**src/cipc_defs.svh**
```systemverilog
/*
 Constants and field positions of the interrupt priority control block.
 Assumes the includer compiles it once per compilation unit; the guard makes repeats harmless.
*/
`ifndef CIPC_DEFS_SVH
`define CIPC_DEFS_SVH
`define CIPC_ADDR_W 15
`define CIPC_WORD_W 24
`define CIPC_CODE_W 12
`define CIPC_PF_SAVE 15'h0002
`define CIPC_PF_GO 15'h0003
`define CIPC_SAVE 15'h0004
`define CIPC_VEC 15'h0005
`define CIPC_MASK_RTC 8
`define CIPC_MASK_EXP 9
`define CIPC_MASK_OVF 10
`define CIPC_MASK_SRM 11
`define CIPC_CS_BJP 0
`define CIPC_CS_DLD 1
`define CIPC_CS_REL 2
`define CIPC_CS_PSJ 3
`define CIPC_CS_ENA 4
`define CIPC_CS_TOP 5
`define CIPC_CODE_CHAN 12'h040
`define CIPC_CODE_RTC 12'h048
`define CIPC_CODE_OVF 12'h049
`define CIPC_CODE_DIV 12'h04A
`define CIPC_CODE_EXP 12'h04B
`define CIPC_CODE_DEC 12'h04C
`define CIPC_CODE_SRM 12'h04D
`define CIPC_CODE_MAN 12'h04E
`define CIPC_CODE_ASP 12'h04F
`define CIPC_CODE_EXE 12'h04F
`define CIPC_CODE_PF 12'h000
`endif

```
**src/cipc_pkg.sv**
```systemverilog
/*
 Types shared by the interrupt priority control files.
 Assumes nothing beyond a SystemVerilog compiler.
*/
package cipc_pkg;
    typedef enum logic [1:0] {
        cipc_idle_type_s,
        cipc_save_type_s,
        cipc_code_type_s,
        cipc_done_type_s
    } cipc_state_type;
endpackage

```
**src/cipc_top.sv**
```systemverilog
/*
 Interrupt priority control of the processor: latching, masking, priority scan,
 vector writes to low memory, sensing, clearing and the condition-state register.
 Assumes instruction strobes are one-cycle pulses from the sequencer on clk,
 and that external pins and button inputs are asynchronous and get synchronised here.
*/
`include "cipc_defs.svh"
module cipc_top #(
    parameter int CHANNELS = 8
) (
    input wire logic clk,
    input wire logic rstn,
    input wire logic [63:0] ext_line,
    input wire logic [7:0] chan_line,
    input wire logic [7:0] chan_present,
    input wire logic power_fail,
    input wire logic parity_err,
    input wire logic illegal_write,
    input wire logic executive_req,
    input wire logic ovf_fault,
    input wire logic div_fault,
    input wire logic exp_fault,
    input wire logic dec_fault,
    input wire logic srm_done,
    input wire logic rtc_tick,
    input wire logic manual_req,
    input wire logic asp_req,
    input wire logic master_clear,
    input wire logic internal_clear,
    input wire logic external_clear,
    input wire logic recog_point,
    input wire logic decimal_active,
    input wire logic [14:0] pc_in,
    input wire logic enable_interrupts_op,
    input wire logic disable_interrupts_op,
    input wire logic sense_interrupts_op,
    input wire logic sense_internal_op,
    input wire logic clear_all_interrupts_op,
    input wire logic io_clear_op,
    input wire logic clear_channel_interrupt_op,
    input wire logic [2:0] channel_sel,
    input wire logic select_release_op,
    input wire logic [63:0] select_lines,
    input wire logic set_mask_bits_op,
    input wire logic clear_mask_bits_op,
    input wire logic [11:0] mask_operand,
    input wire logic copy_status_op,
    input wire logic save_condition_state_op,
    input wire logic restore_condition_state_op,
    input wire logic [5:0] restore_value,
    input wire logic boundary_jump_set_op,
    input wire logic destructive_load_set_op,
    input wire logic relocate_operands_op,
    input wire logic relocate_instructions_op,
    input wire logic load_accumulator_op,
    input wire logic jump_op,
    input wire logic in_program_state,
    input wire logic jump_to_program_state,
    input wire logic store_recovery_op,
    input wire logic load_recovery_op,
    input wire logic [14:0] recovery_in,
    output logic mem_we,
    output logic [14:0] mem_addr,
    output logic [23:0] mem_wdata,
    output logic [23:0] mem_wmask,
    output logic jump_req,
    output logic [14:0] jump_addr,
    output logic interrupt_stop,
    output logic [23:0] acc_out,
    output logic acc_valid,
    output logic int_enabled,
    output logic [14:0] recovery_out
);
    // Two-stage synchronisers for all asynchronous inputs.
    localparam int NA = 64 + 8 + 15;
    logic [NA-1:0] sy1_ff, sy2_ff;
    always_ff @(posedge clk) begin
        if (!rstn) begin
            sy1_ff <= '0;
            sy2_ff <= '0;
        end else begin
            sy1_ff <= {ext_line, chan_line, power_fail, parity_err, illegal_write,
                executive_req, ovf_fault, div_fault, exp_fault, dec_fault, srm_done,
                rtc_tick, manual_req, asp_req, master_clear, internal_clear,
                external_clear};
            sy2_ff <= sy1_ff;
        end
    end
    logic [63:0] s_ext;
    logic [7:0] s_chan;
    logic s_pf, s_par, s_iw, s_exe, s_ovf, s_div, s_exp, s_dec, s_srm, s_rtc;
    logic s_man, s_asp, s_mc, s_ic, s_xc;
    assign {s_ext, s_chan, s_pf, s_par, s_iw, s_exe, s_ovf, s_div, s_exp, s_dec, s_srm,
        s_rtc, s_man, s_asp, s_mc, s_ic, s_xc} = sy2_ff;

    logic [11:0] mask_ff, nxt_mask;
    logic [5:0] cs_ff, nxt_cs;
    logic [14:0] rec_ff, nxt_rec;
    logic enable_ff, nxt_enable;
    cipc_pkg::cipc_state_type st_ff, nxt_st;
    logic [14:0] ret_ff, nxt_ret;
    logic [14:0] vec_ff, nxt_vec;
    logic [11:0] code_ff, nxt_code;
    logic [7:0] int_clr, int_set, int_q;
    logic [7:0] ch_clr, ch_q;
    logic [63:0] ex_clr, ex_q;
    logic take;

    // Internal bits: 0 ovf, 1 div, 2 exp, 3 dec, 4 srm, 5 rtc, 6 man, 7 asp.
    assign int_set = {s_asp, s_man, s_rtc, s_srm, s_dec, s_exp, s_div, s_ovf};
    logic sense_any;
    assign sense_any = sense_interrupts_op | sense_internal_op;
    logic [7:0] man_asp_taken;
    always_comb begin
        int_clr = '0;
        if (sense_any) begin
            int_clr[5:0] = 6'h3F;
        end
        if (clear_all_interrupts_op || s_mc || s_ic) begin
            int_clr = 8'hFF;
        end
        if (io_clear_op) begin
            int_clr[4] = 1'b1;
        end
        int_clr = int_clr | man_asp_taken;
    end
    always_comb begin
        ch_clr = '0;
        if (clear_all_interrupts_op || io_clear_op || s_mc || s_xc) begin
            ch_clr = 8'hFF;
        end
        if (clear_channel_interrupt_op) begin
            ch_clr[channel_sel] = 1'b1;
        end
    end
    always_comb begin
        ex_clr = select_release_op ? select_lines : 64'h0;
        if (io_clear_op || s_mc || s_xc) begin
            ex_clr = '1;
        end
    end

    cipc_req_latch #(.WIDTH(8)) u_int (.clk(clk), .rstn(rstn), .set(int_set),
        .clr(int_clr), .q(int_q));
    cipc_req_latch #(.WIDTH(8)) u_chan (.clk(clk), .rstn(rstn), .set(s_chan),
        .clr(ch_clr), .q(ch_q));
    cipc_req_latch #(.WIDTH(64)) u_ext (.clk(clk), .rstn(rstn), .set(s_ext),
        .clr(ex_clr), .q(ex_q));

    // Absent channels 0 and 1 always look active to sensing; the scanner skips the lines of channels clear in chan_present or mask_ff, whatever CHANNELS is.
    logic [63:0] ext_view;
    always_comb begin
        ext_view = ex_q;
        for (int c = 0; c < 8; c++) begin
            if (!chan_present[c] || c >= CHANNELS) begin
                ext_view[c*8 +: 8] = 8'hFF;
            end
        end
    end

    // Priority scan, one combinational walk per recognition point.
    logic found, pf_win;
    logic [11:0] win_code;
    logic [7:0] win_int;
    logic [7:0] live_ch;
    assign live_ch = chan_present;
    always_comb begin
        found = 1'b0;
        pf_win = 1'b0;
        win_code = '0;
        win_int = '0;
        if (s_par || s_iw) begin
            found = 1'b0; // No vector is taken while a parity or illegal-write error is present.
        end else if (s_pf) begin
            found = 1'b1;
            pf_win = 1'b1;
            win_code = `CIPC_CODE_PF;
        end else if (s_exe) begin
            found = 1'b1;
            win_code = `CIPC_CODE_EXE;
        end else if (enable_ff) begin
            if (int_q[0] && mask_ff[`CIPC_MASK_OVF]) begin
                found = 1'b1;
                win_code = `CIPC_CODE_OVF;
                win_int[0] = 1'b1;
            end else if (int_q[1] && mask_ff[`CIPC_MASK_OVF]) begin
                found = 1'b1;
                win_code = `CIPC_CODE_DIV;
                win_int[1] = 1'b1;
            end else if (int_q[2] && mask_ff[`CIPC_MASK_EXP]) begin
                found = 1'b1;
                win_code = `CIPC_CODE_EXP;
                win_int[2] = 1'b1;
            end else if (int_q[3] && mask_ff[`CIPC_MASK_EXP]) begin
                found = 1'b1;
                win_code = `CIPC_CODE_DEC;
                win_int[3] = 1'b1;
            end
            // Line-major walk: line 0 of every channel before line 1.
            for (int l = 7; l >= 0; l--) begin
                for (int c = 7; c >= 0; c--) begin
                    if (!found && ex_q[c*8+l] && live_ch[c] && mask_ff[c]) begin
                        win_code = {6'h00, l[2:0], c[2:0]};
                    end
                end
            end
            if (!found && |(ex_q & {{8{live_ch[7]&&mask_ff[7]}}, {8{live_ch[6]&&mask_ff[6]}},
                {8{live_ch[5]&&mask_ff[5]}}, {8{live_ch[4]&&mask_ff[4]}},
                {8{live_ch[3]&&mask_ff[3]}}, {8{live_ch[2]&&mask_ff[2]}},
                {8{live_ch[1]&&mask_ff[1]}}, {8{live_ch[0]&&mask_ff[0]}}})) begin
                found = 1'b1;
            end
            for (int c = 7; c >= 0; c--) begin
                if (!found && ch_q[c] && mask_ff[c]) begin
                    win_code = `CIPC_CODE_CHAN | {9'h000, c[2:0]};
                end
            end
            if (!found && |(ch_q & mask_ff[7:0])) begin
                found = 1'b1;
            end else if (!found && int_q[4] && mask_ff[`CIPC_MASK_SRM]) begin
                found = 1'b1;
                win_code = `CIPC_CODE_SRM;
                win_int[4] = 1'b1;
            end else if (!found && int_q[5] && mask_ff[`CIPC_MASK_RTC]) begin
                found = 1'b1;
                win_code = `CIPC_CODE_RTC;
                win_int[5] = 1'b1;
            end else if (!found && int_q[6]) begin
                found = 1'b1;
                win_code = `CIPC_CODE_MAN;
                win_int[6] = 1'b1;
            end else if (!found && int_q[7]) begin
                found = 1'b1;
                win_code = `CIPC_CODE_ASP;
                win_int[7] = 1'b1;
            end
        end
    end
    assign take = (st_ff == cipc_pkg::cipc_idle_type_s) && recog_point && found;
    assign man_asp_taken = take ? (win_int & 8'hC0) : 8'h00;

    // Vector sequencer: save P, write cause except on power fail, then jump.
    logic pf_ff, nxt_pf;
    always_comb begin
        nxt_st = st_ff;
        nxt_ret = ret_ff;
        nxt_vec = vec_ff;
        nxt_code = code_ff;
        nxt_pf = pf_ff;
        case (st_ff)
            cipc_pkg::cipc_idle_type_s: begin
                if (take) begin
                    nxt_ret = pc_in;
                    nxt_code = win_code;
                    nxt_pf = pf_win;
                    nxt_vec = pf_win ? `CIPC_PF_GO : `CIPC_VEC;
                    nxt_st = cipc_pkg::cipc_save_type_s;
                end
            end
            cipc_pkg::cipc_save_type_s: begin
                nxt_st = pf_ff ? cipc_pkg::cipc_done_type_s : cipc_pkg::cipc_code_type_s;
            end
            cipc_pkg::cipc_code_type_s: begin
                nxt_st = cipc_pkg::cipc_done_type_s;
            end
            default: begin
                nxt_st = cipc_pkg::cipc_idle_type_s;
            end
        endcase
    end

    // Enable, mask, condition state and recovery register.
    logic [23:0] acc_nxt;
    logic acc_v_nxt;
    always_comb begin
        nxt_enable = enable_ff;
        nxt_mask = mask_ff;
        nxt_cs = cs_ff;
        nxt_rec = rec_ff;
        acc_nxt = acc_out;
        acc_v_nxt = 1'b0;
        if (enable_interrupts_op) nxt_enable = 1'b1;
        if (disable_interrupts_op) nxt_enable = 1'b0;
        if (restore_condition_state_op) nxt_enable = restore_value[`CIPC_CS_ENA];
        if (take) nxt_enable = 1'b0;
        if (set_mask_bits_op) nxt_mask = nxt_mask | mask_operand;
        if (clear_mask_bits_op) nxt_mask = nxt_mask & ~mask_operand;
        if (boundary_jump_set_op) nxt_cs[`CIPC_CS_BJP] = 1'b1;
        else if (jump_op) nxt_cs[`CIPC_CS_BJP] = 1'b0;
        if (destructive_load_set_op) nxt_cs[`CIPC_CS_DLD] = 1'b1;
        else if (load_accumulator_op) nxt_cs[`CIPC_CS_DLD] = 1'b0;
        if (relocate_operands_op) nxt_cs[`CIPC_CS_REL] = 1'b1;
        else if (relocate_instructions_op) nxt_cs[`CIPC_CS_REL] = 1'b0;
        if (jump_to_program_state) begin
            nxt_cs[`CIPC_CS_PSJ] = 1'b0;
            nxt_cs[`CIPC_CS_TOP] = 1'b1;
        end else if (jump_op && in_program_state) begin
            nxt_cs[`CIPC_CS_PSJ] = 1'b1;
        end
        nxt_cs[`CIPC_CS_ENA] = nxt_enable;
        if (restore_condition_state_op) nxt_cs = restore_value;
        if (save_condition_state_op) begin
            acc_nxt = {18'h00000, cs_ff};
            acc_v_nxt = 1'b1;
            nxt_cs = '0;
            nxt_enable = 1'b0;
        end
        if (copy_status_op) begin
            acc_nxt = {mask_ff, 12'h000};
            acc_v_nxt = 1'b1;
        end
        if (sense_any) begin
            acc_nxt = {ext_view[15:0], int_q};
            acc_v_nxt = 1'b1;
        end
        if (load_recovery_op || decimal_active) nxt_rec = recovery_in;
        if (store_recovery_op) begin
            acc_nxt = {9'h000, rec_ff};
            acc_v_nxt = 1'b1;
        end
    end

    always_ff @(posedge clk) begin
        if (!rstn) begin
            st_ff <= cipc_pkg::cipc_idle_type_s;
            ret_ff <= '0;
            vec_ff <= '0;
            code_ff <= '0;
            pf_ff <= 1'b0;
            enable_ff <= 1'b0;
            mask_ff <= '0;
            cs_ff <= '0;
            rec_ff <= '0;
            acc_out <= '0;
            acc_valid <= 1'b0;
        end else begin
            st_ff <= nxt_st;
            ret_ff <= nxt_ret;
            vec_ff <= nxt_vec;
            code_ff <= nxt_code;
            pf_ff <= nxt_pf;
            enable_ff <= nxt_enable;
            mask_ff <= nxt_mask;
            cs_ff <= nxt_cs;
            rec_ff <= nxt_rec;
            acc_out <= acc_nxt;
            acc_valid <= acc_v_nxt;
        end
    end

    // Memory and jump outputs, all registered.
    always_ff @(posedge clk) begin
        if (!rstn) begin
            mem_we <= 1'b0;
            mem_addr <= '0;
            mem_wdata <= '0;
            mem_wmask <= '0;
            jump_req <= 1'b0;
            jump_addr <= '0;
            interrupt_stop <= 1'b0;
            int_enabled <= 1'b0;
            recovery_out <= '0;
        end else begin
            mem_we <= (nxt_st == cipc_pkg::cipc_save_type_s) ||
                (nxt_st == cipc_pkg::cipc_code_type_s);
            mem_addr <= (nxt_st == cipc_pkg::cipc_code_type_s) ? `CIPC_VEC :
                (nxt_pf ? `CIPC_PF_SAVE : `CIPC_SAVE);
            mem_wdata <= (nxt_st == cipc_pkg::cipc_code_type_s) ? {12'h000, nxt_code} :
                {9'h000, nxt_ret};
            mem_wmask <= (nxt_st == cipc_pkg::cipc_code_type_s) ? 24'h000FFF :
                24'h007FFF;
            jump_req <= (nxt_st == cipc_pkg::cipc_done_type_s);
            jump_addr <= nxt_vec;
            interrupt_stop <= decimal_active && found;
            int_enabled <= nxt_enable;
            recovery_out <= nxt_rec;
        end
    end
endmodule // cipc_top

```
**src/cipc_req_latch.sv**
```systemverilog
/*
 Sticky request latch: holds each of its WIDTH interrupt conditions until cleared.
 Assumes set and clear come from logic on clk; the set wins a tie.
*/
module cipc_req_latch #(
    parameter int WIDTH = 8
) (
    input wire logic clk,
    input wire logic rstn,
    input wire logic [WIDTH-1:0] set,
    input wire logic [WIDTH-1:0] clr,
    output logic [WIDTH-1:0] q
);
    logic [WIDTH-1:0] q_ff;
    logic [WIDTH-1:0] nxt_q;

    // A request that lands in the clearing cycle survives to the next scan.
    always_comb begin
        nxt_q = (q_ff & ~clr) | set;
    end

    always_ff @(posedge clk) begin
        if (!rstn) begin
            q_ff <= '0;
        end else begin
            q_ff <= nxt_q;
        end
    end

    assign q = q_ff;
endmodule // cipc_req_latch

```
**config.mk**
```make
export PLATFORM = sky130hd
export DESIGN_NAME = cipc_top
export DESIGN_NICKNAME = d
export VERILOG_FILES = /design/src/cipc_pkg.sv /design/src/cipc_top.sv /design/src/cipc_req_latch.sv
export VERILOG_INCLUDE_DIRS = /design/src /design/src/src
export SDC_FILE = /design/constraint.sdc
export NUM_CORES = 1
export LEC_CHECK = 0
export CAP_MARGIN = 20
export CELL_PAD_IN_SITES_DETAIL_PLACEMENT = 0
export CELL_PAD_IN_SITES_GLOBAL_PLACEMENT = 1
export CORE_UTILIZATION = 39
export DETAILED_ROUTE_END_ITERATION = 12
export DONT_BUFFER_PORTS = 1
export PLACE_DENSITY_LB_ADDON = 0.1
export REMOVE_ABC_BUFFERS = 1
export SYNTH_ARGS = -nofsm -noshare
export SYNTH_HDL_FRONTEND = slang
export SYNTH_HIERARCHICAL = 1
export SYNTH_SLANG_ARGS = --single-unit
```
**constraint.sdc**
```tcl
create_clock -name clk -period 3.3 [get_ports clk]
set_input_delay 0.33 -clock clk [delete_from_list [all_inputs] [get_ports clk]]
set_output_delay 0.33 -clock clk [all_outputs]
set_load 0.005 [all_outputs]
```
==> impl_metrics.ini, run 1 <==
[status]
status = finished clean

[placed_design]
hpwl_um = 32900
place_ws_ps = 254
place_area_um2 = 15300
gp_congestion = 0.932
port_buffers = 0

[routing]
antenna_left = 0
totalWireLength_um = 46500
drc = 0
drt-initial-drc-count = 656
vias = 12200
wl_per_cell_um = 19.5
vias_per_cell = 5.13
first_pass_iters = 5

[timing]
slew_violations = 0
hold_viol = 0
rsz0062_at_grt = no
slew_headroom_pct = 33.0
setup_viol_count_final = 0
clock.fmax_ghz = 0.327
worstMarginPinSlew_ps = 996
fin_ws_ps = 241
period_minus_slack_ps = 3060
post-route-period-util_pct = 92.7
fin_worst_skew_ps = 16.2

[min_path]
hold_path_class = in -> reg
hold_end = acc_out[20]
min_path_cells = 2
hp-start = copy_status_op

[setup_path]
required_ps = 3730
cpMaxStageDelayCell = dfxtp_1
worstPathArrival_ps = 3490
worstRegToRegCells = 13
r2r_end = mem_wdata[3]
crit_fanout = 8
crit_family = compound AO/OA/AOI/OAI gates
rrSetupSlack_ps = 240
critical_path.max_stage_delay_ps = 550
critical_path.most_common_cell = inv_1
setup.worst_path.start_class = flop
cp_cell_sequence = nand2_1 -> a21oi_1 -> a311oi_2 -> a41o_2 -> a21o_1 -> a21oi_2 -> inv_1 -> ha_1 -> inv_1 -> nor2_1 -> and4_4 -> a31oi_1 -> o311ai_1
critPathKind = reg -> reg
endpoint_kind = flop
path_buf_inv = 2
r2r_start = mask_ff[4]

[cts]
cts_buffers = 41
clock_path_buffers = 3
clk_pin_slew_ps = 60
cts_setup_buffers = 0
worstSkewPairLatency_ps = 560
cts_tree = done
htreeDepth = 2
numClockSinks = 369
clock-root-buffer = clkbuf_16

[global_routing]
grt_use_total_pct = 23.1
first_global_vias = 11900
antenna_found_initial = 3
grt_max_degree = 243
overflow = 0
grt_pass1_wl_um = 69700

[floorplan]
dieWidth_um = 199
io_pins = 359
coreArea_um2 = 37900
die_h_um = 199
num_rows = 71
dieArea_um2 = 39600
initial_utilization_pct = 39.9

[yosys]
syn-cell-area_um2 = 15100
synth.area.top_cells = dfxtp_1 (49%), and2_1 (7.8%), nand2_1 (5.7%)
synthCells = 1680
async_flop_share_pct = 0
synth_ff_type = dfxtp_1
synth-warning-count = 6
yosysTopAreaCell = dfxtp_1
synth-seq-cells = 369
synth_edf_count = 0
ys_seq_area_share_pct = 48.8
yosysTopAreaCellShare_pct = 48.8
syn_avg_cell_area_um2 = 9.00
yosys.cell_types.count = 77

[power]
pwr-share-clk_pct = 43.5
p_comb_share_pct = 10.8
ir_drop_uv = 390
power_switching_mw = 2.60
p_leak_nw = 7.51
power.density_nw_per_um2 = 572
sequentialPowerShare_pct = 45.7
switching_share_pct = 24.3
power.internal_mw = 8.07

[final_layout]
nets = 2086
layout-drive-gt1-share_pct = 7.68
design_area_um2 = 18700
area_delta_synth_final_pct = 23.3
utilization_pct = 49.2

[run]
maxCapViolations = 0
## timing repair
item / in CTS / in global routing
gates resized for setup: 0 / 0
endpoints found under the hold margin: 349 / 0
hold buffers: 197 / 0
## cell usage in the layout, fill, tap and decap left out, types with 5 or more instances in the layout
cell type / count
clkbuf_8: 10
a21oi_1: 95
o21ai_0: 37
mux2_2: 6
nand2b_1: 9
conb_1: 42
clkbuf_16: 43
a221oi_1: 10
nand2_1: 229
and3_1: 24
and4_1: 5
o21ai_1: 11
o21a_1: 87
ha_1: 6
nand3_1: 70
a31oi_1: 29
a41oi_1: 5
o211ai_1: 7
dlygate4sd3_1: 196
a211oi_1: 20
nor2b_1: 69
clkbuf_1: 13
mux2i_1: 15
dfxtp_1: 369
inv_1: 24
nor2b_4: 16
a22oi_1: 9
and2_1: 188
nor2_1: 60
buf_4: 31
nand4_1: 12
nor3_1: 19
nor4_1: 21
o31ai_1: 6
## routing by layer
layer | wire [um] | up-vias | GRT usage [%] | part of all wire [%]
li1 | - | 5990 | - | -
met1 | 22200 | 5806 | 32.0 | 48
met2 | 20400 | 382 | 35.4 | 44
met3 | 2830 | 66 | 5.12 | 6.1
met4 | 1040 | 2 | 7.55 | 2.2
met5 | 11 | - | 0 | 0.024
## power by group through the flow
stage / Clock [mW] / Combinational (mW) / Sequential, mW
2_1_floorplan: 0 / 0.635 / 4.92
3_3_place_gp: 0 / 0.910 / 4.97
3_5_place_dp: 0 / 0.916 / 4.98
4_1_cts: 4.76 / 1.15 / 4.88
5_1_grt: 4.96 / 1.27 / 4.91
6_report: 4.64 / 1.15 / 4.88
## how the worst max path moves through the flow
stage                     depth (start not counted)      endpoint   startpoint
final                                            13  mem_wdata[3]   mask_ff[4]
after global routing                             13  mem_wdata[3]  u_ext/q[52]
after CTS                                        13  mem_wdata[3]  u_ext/q[52]
after detailed placement                         13  mem_wdata[3]  u_ext/q[52]
after global placement                           13  mem_wdata[3]  u_ext/q[52]
after floorplan                                   4    u_ext/q[0]  io_clear_op
## cell usage after synthesis, drive strengths merged (3+ instances only)
master   number
dfxtp       369
nand2       230
and2        188
a21oi        98
buf          97
o21a         87
nor2b        85
nand3        73
nor2         61
clkbuf       53
o21ai        49
a31oi        29
and3         25
inv          25
nor4         23
nor3         22
a211oi       20
mux2i        15
nand4        13
a221oi       10
a22oi         9
nand2b        9
o211ai        7
and4          6
ha            6
mux2          6
o31ai         6
a41oi         5
or2           5
a41o          4
a21o          3
a311oi        3
o2111ai       3
o22ai         3
## area by class of cell
| class | count | area (um^2) |
|---|---|---|
| timing repair buffer | 229 | 2240 |
| inverter | 26 | 97.6 |
| clock buffer | 66 | 1260 |
| antenna | 3 | 7.51 |
| sequential | 369 | 7390 |
| multi-input combinational | 1176 | 6890 |
| clock inverter | 9 | 128 |
| tap | 511 | 639 |
| fill | 3698 | 19300 |
## per-stage QoR
step / hold WS, ps / cells / total power, mW / setup TNS (ps)
finish: 66.2 / 2389 / 10.7 / 0
CTS: 33.0 / 2386 / 10.8 / 0
global route: 58.4 / 2388 / 11.1 / 0
global placement: 369 / 2114 / 5.88 / 0
floorplan: 358 / 1571 / 5.56 / -37770
detailed placement: 369 / 2114 / 5.90 / 0
## cells by family (layout without fill, tap and decap cells)
kind of cell	count (synthesis)	count (layout)	synth area share [%]
flops	369	369	48.8
other cells	1	45	0.0248
simple gates	747	747	26.7
buf+inv	176	330	6.68
fa+ha+maj	6	6	0.496
compound gates	360	360	15.9
mux	21	21	1.44
## flip-flops by register name, summed over array words and instances (netlist names), 12 cells and up
register / cells
sy1_ff: 87
sy2_ff: 87
u_ext/q: 64
acc_out: 24
mem_wdata: 15
recovery_out: 15
ret_ff: 15
code_ff: 12
mask_ff: 12
Note: power is estimated with default switching activity, not from simulation.
==> run 2: changes to the inputs <==
--- a/config.mk
+++ b/config.mk
@@ -16,5 +16,4 @@
 export REMOVE_ABC_BUFFERS = 1
 export SYNTH_ARGS = -nofsm -noshare
 export SYNTH_HDL_FRONTEND = slang
-export SYNTH_HIERARCHICAL = 1
 export SYNTH_SLANG_ARGS = --single-unit
==> run 2 against run 1 <==
  * Total power decreased by 4.3%
  * Synthesized cell count decreased by 3.5%
  * Global-route usage increased by 0.81 points
  * Worst setup slack improved by 29 ps
  * First-iteration DRC count decreased by 6.6%
  * Sequential power decreased by 0.8%
  * Critical endpoint is now code_ff[0]
  * Sequential share of layout area increased by 1.4 points
  * Sequential cell count unchanged
  * Clock skew increased by 2.5 ps
  * Hold slack got worse by 55 ps
  * Highest routed layer unchanged
  * Critical path type unchanged
  * Area after synthesis decreased by 4.7%
  * Non-clock buffer count increased by 20
  * Largest cell class unchanged
==> impl_metrics.ini, run 2 <==
[power]
p_leak_nw = 7.38
power_mw = 10.2
ir_drop_uv = 364
power.density_nw_per_um2 = 567

[yosys]
async_flop_share_pct = 0
synth_edf_count = 0
synthTopCellsByCount = dfxtp_1 (369), nand2_1 (190), and2_1 (189)
synth-seq-cells = 369
synthCells = 1621
yosys.cell_types.count = 80
syn_avg_cell_area_um2 = 8.89
synth.area.top_cells = dfxtp_1 (51%), and2_1 (8.2%), nand2_1 (4.9%)
syn-cell-area_um2 = 14400
ys_seq_area_share_pct = 51.2
yosys.cell_count.top_type = dfxtp_1
synth-warning-count = 0
yosysTopAreaCellShare_pct = 51.3
yosysTopAreaCell = dfxtp_1
synth_ff_type = dfxtp_1

[placed_design]
gp_congestion = 0.905
port_buffers = 0
hpwl_um = 32200

[cts]
htreeDepth = 2
clock_path_buffers = 3
clk_pin_slew_ps = 60
worstSkewPairLatency_ps = 560
numClockSinks = 369
cts_tree = done
cts_setup_buffers = 0
clock-root-buffer = clkbuf_16
cts_buffers = 40

[setup_path]
r2r_end = code_ff[0]
critPathKind = reg -> reg
critical_path.max_stage_delay_ps = 560
cp_cell_sequence = buf_4 -> nand3_1 -> a32o_1 -> a221oi_1 -> a2111oi_0 -> o21ai_0 -> a211oi_1 -> nor3_1 -> o211ai_1
endpoint_kind = flop
required_ps = 3710
worstRegToRegCells = 9
crit_fanout = 6
rrSetupSlack_ps = 270
r2r_start = mask_ff[2]
cpMaxStageDelayCell = nor3_1
setup.worst_path.start_class = flop
worstPathArrival_ps = 3440

[timing]
worstMarginPinSlew_ps = 943
slew_headroom_pct = 36.9
fin_worst_skew_ps = 18.8
post-route-period-util_pct = 91.8
setup_tns_ps = 0
timing.hold.ws_ps = 11.3
slew_violations = 0
period_minus_slack_ps = 3030
clock.fmax_ghz = 0.330
rsz0062_at_grt = no
hold_viol = 0
setup_viol_count_final = 0

[min_path]
hp-start = load_recovery_op
hold_end = recovery_out[4]
min_path_cells = 3
hold_path_class = in -> reg

[final_layout]
num-fill-cells = 3494
most-common-layout-cells = dfxtp_1 (369), dlygate4sd3_1 (198), and2_1 (189), nand2_1 (189), nor2_1 (141)
layout_commonest_cell = dfxtp_1
area_delta_synth_final_pct = 25.0
layout-drive-gt1-share_pct = 8.07
nets = 2040
utilization_pct = 49.3

[global_routing]
grt_use_total_pct = 23.9
first_global_vias = 11700
antenna_found_initial = 1
overflow = 0
grt_max_degree = 198
grt_pass1_wl_um = 69300

[floorplan]
num_rows = 70
io_pins = 359
dieWidth_um = 194
dieArea_um2 = 37700
initial_utilization_pct = 39.5
die_h_um = 194
coreArea_um2 = 36500

[routing]
antenna_left = 0
vias = 11900
drc = 0
totalWireLength_um = 45600
drt-initial-drc-count = 613
first_pass_iters = 5
wl_per_cell_um = 19.9
vias_per_cell = 5.20

[status]
status = finished clean

[run]
maxCapViolations = 0
==> run 2: cell types whose count changed in the layout (fill, tap and decap cells not counted), moves of 16 or more <==
| cell | previous run | this run |
|---|---|---|
| buf_4 | 31 | 47 |
| nor2_1 | 60 | 141 |
| a31oi_1 | 29 | 92 |
| nor2b_4 | 16 | 0 |
| o21ai_0 | 37 | 21 |
| nor2b_1 | 69 | 9 |
| o21a_1 | 87 | 8 |
| nand2_1 | 229 | 189 |
==> run 2: cell families (layout without fill, tap and decap cells) <==
group / count (synthesis) / in the layout / share of synthesized area [%]
mux: 20 / 20 / 1.44
fa+ha+maj: 6 / 6 / 0.521
other cells: 1 / 43 / 0.0260
buf+inv: 187 / 346 / 6.84
simple gates: 701 / 701 / 24.3
compound gates: 337 / 337 / 15.6
flops: 369 / 369 / 51.2
==> run 2: worst max-delay path by stage <==
| stage | from | to | slack (ps) | cells past startpoint |
|---|---|---|---|---|
| 2_1_floorplan | mask_ff[4] | mem_wdata[0] | -1070 | 13 |
| 3_3_place_gp | u_ext.q[27] | mem_wdata[0] | 40 | 14 |
| 3_5_place_dp | u_ext.q[27] | mem_wdata[0] | -50 | 14 |
| 4_1_cts | u_ext.q[13] | mem_wdata[0] | 1 | 15 |
| 5_1_grt | u_ext.q[20] | mem_wdata[0] | 20 | 14 |
| 6_report | mask_ff[2] | code_ff[0] | 270 | 9 |
==> run 2: final cells by class <==
class	count	area (um^2)	area share, %
sequential	369	7390	41.0
inverter	31	119	0.660
antenna	1	2.50	0.0139
multi-input combinational	1106	6280	34.9
clock inverter	9	85.1	0.472
timing repair buffer	249	2400	13.3
clock buffer	57	1160	6.42
tap	468	586	3.25
==> run 2: routing by layer <==
| layer | vias up | share of wire (%) | GRT usage [%] |
|---|---|---|---|
| li1 | 5876 | - | - |
| met1 | 5626 | 46 | 31.8 |
| met2 | 338 | 46 | 38.5 |
| met3 | 59 | 5.4 | 5.08 |
| met4 | 2 | 2.4 | 7.97 |
| met5 | - | 0.028 | 0 |
==> run 2: repair_timing <==
| item | 4_1_cts | 5_1_grt |
|---|---|---|
| pin swaps | 0 | 5 |
| hold endpoints to repair | 297 | 0 |
| hold buffers | 199 | 0 |
| setup endpoints to repair | 1 | 6 |
| resized for setup | 2 | 12 |
==> run 2: through the flow <==
stage	setup WS, ps	instances	cell area, um^2
finish	269	2290	18000
global route	24.2	2289	18000
CTS	1.29	2287	17900
detailed placement	-53.9	2022	14700
global placement	38.1	2022	14700
floorplan	-1070	1506	13700
==> run 2: power by group <==
part           switching [mW]  internal [mW]  leakage (nW)
combinational           0.617          0.497          3.73
clock                    1.75           2.51         0.613
sequential              0.150           4.69          3.03
==> run 2: critical path, delay by kind of cell, from the launching register on <==
kind                   cells  cell delay [ps]
buffers and inverters      1              190
flip-flops                 1              430
AND/OR/NAND/NOR            2              800
AO/OA/AOI/OAI              6             1460
==> run 3: changes to the inputs <==
==> constraint.sdc (replaced) <==
create_clock -name clk -period 3 [get_ports clk]
set_input_delay 0.3 -clock clk [delete_from_list [all_inputs] [get_ports clk]]
set_output_delay 0.3 -clock clk [all_outputs]
set_load 0.005 [all_outputs]
==> run 3 against run 2 <==
  * Combinational power increased by 45%
  * Clock power increased by 26%
  * Sequential power increased by 9.9%
  * Sequential cell count unchanged
  * Critical path depth increased by 6
  * Highest routed layer is now met4
  * Critical path type unchanged
  * Critical endpoint is now mem_wdata[0]
  * Total power increased by 20%
  * Worst setup slack got worse by 130 ps
  * Routed wire length increased by 7.6%
==> impl_metrics.ini, run 3 (synthesis results as in run 2) <==
[setup_path]
cpMaxStageDelayCell = dfxtp_2
critical_path.max_stage_delay_ps = 340
path_buf_inv = 4
rrSetupSlack_ps = 140
crit_fanout = 4
endpoint_kind = flop
critPathKind = reg -> reg
cp_cell_sequence = nor4_4 -> a21boi_4 -> a2111oi_4 -> buf_4 -> nand4_1 -> nand4_1 -> a21oi_2 -> inv_1 -> ha_2 -> inv_2 -> nand2_2 -> inv_2 -> a22o_1 -> a221oi_2 -> o31ai_1
crit_family = compound AO/OA/AOI/OAI gates
required_ps = 3430
setup.worst_path.start_class = flop
worstPathArrival_ps = 3290

[routing]
vias_per_cell = 5.14
vias = 13100
antenna_left = 0
wl_per_cell_um = 19.3
first_pass_iters = 5
totalWireLength_um = 49100
drc = 0
drt-initial-drc-count = 598

[timing]
timing.hold.ws_ps = 12.7
post-route-period-util_pct = 95.2
clock.fmax_ghz = 0.350
worstMarginPinSlew_ps = 932
setup_viol_count_final = 0
slew_headroom_pct = 37.7
fin_worst_skew_ps = 21.3
setup_tns_ps = 0
period_minus_slack_ps = 2860
slew_violations = 0
hold_viol = 0

[placed_design]
port_buffers = 0
gp_congestion = 0.889
hpwl_um = 32500
place_area_um2 = 15100

[final_layout]
utilization_pct = 56.5
design_area_um2 = 20600
layout_commonest_cell = dlygate4sd3_1
area_delta_synth_final_pct = 43.2
layout-drive-gt1-share_pct = 11.2
nets = 2283
most-common-layout-cells = dlygate4sd3_1 (382), dfxtp_1 (365), and2_1 (189), nand2_1 (187), nor2_1 (141)
num-fill-cells = 3213

[global_routing]
first_global_vias = 13000
overflow = 0
grt_use_total_pct = 25.5
antenna_found_initial = 0
grt_pass1_wl_um = 74400
grt_max_degree = 159

[power]
ir_drop_uv = 484
p_leak_nw = 8.84
power.density_nw_per_um2 = 596

[floorplan]
dieArea_um2 = 37700
io_pins = 359
coreArea_um2 = 36500
die_h_um = 194
dieWidth_um = 194
num_rows = 70
initial_utilization_pct = 39.5

[cts]
clk_pin_slew_ps = 60
htreeDepth = 2
clock_path_buffers = 3
worstSkewPairLatency_ps = 570
cts_tree = done
clock-root-buffer = clkbuf_16
numClockSinks = 369
cts_buffers = 41

[status]
status = finished clean

[run]
maxCapViolations = 0

[min_path]
hold_path_class = in -> reg
[run 3: cell types whose count changed in the layout (fill, tap and decap cells not counted), sizes merged]
cell,before,now
buf,50,109
bufinv,1,6
clkbuf,58,55
clkinv,6,11
clkinvlp,0,2
dlygate4sd3,198,382
inv,33,32
[run 3: metrics by stage]
step / std cells / power (mW) / setup slack [ps]
finish: 2541 / 12.3 / 144
global route: 2540 / 12.8 / -18.0
CTS: 2535 / 12.3 / 0.925
detailed placement: 2079 / 6.51 / -114
global placement: 2079 / 6.50 / -34.7
floorplan: 1506 / 6.02 / -1370
[run 3: where the power goes]
part | switching (mW) | leakage (nW) | internal (mW)
registers | 0.157 | 3.03 | 5.16
clock network | 2.06 | 0.719 | 3.31
logic | 0.767 | 5.08 | 0.839
total | 2.98 | 8.84 | 9.31
[run 3: worst reg2reg max path, delay by kind of cell (launching register included)]
| family | cells | cell delay (ps) |
|---|---|---|
| AOI/OAI and AO/OA | 6 | 1010 |
| and+or+nand+nor | 4 | 820 |
| buffers and inverters | 4 | 380 |
| DFF | 1 | 340 |
| adders and majority gates | 1 | 210 |
[run 3: metal layers]
layer	track usage [%]	wire, um
met3	5.60	2760
met1	33.0	22100
met4	7.41	1130
met2	42.4	23100
met5	0	0
[run 3: path summary, 6_finish.rpt]
| path | cells after the start | from | to |
|---|---|---|---|
| worst max-delay path | 15 | u_ext.q[16] | mem_wdata[0] |
| worst min-delay path | 3 | select_lines[46] | u_ext.q[46] |
| worst max register to register | 15 | u_ext.q[16] | mem_wdata[0] |
| worst min register to register | 1 | sy1_ff[52] | sy2_ff[52] |
[run 3: layout make-up]
type	instances	area (um^2)	share of cell area [%]
Sequential cell	369	7390	35.8
Clock buffer	55	1190	5.77
Multi-Input combinational cell	1106	6370	30.9
Clock inverter	20	267	1.29
Timing Repair Buffer	491	4710	22.8
Inverter	31	119	0.576
Tap cell	468	586	2.84
Antenna cell	1	2.50	0.0121
[run 3: what timing repair did]
| action | CTS | global route |
|---|---|---|
| hold buffers | 381 | 3 |
| resized for setup | 6 | 29 |
| cloned | 0 | 0 |
| pin swaps | 1 | 14 |
| endpoints found under the setup margin | 7 | 18 |
| buffers inserted | 0 | 2 |
| endpoints found under the hold margin | 335 | 2 |
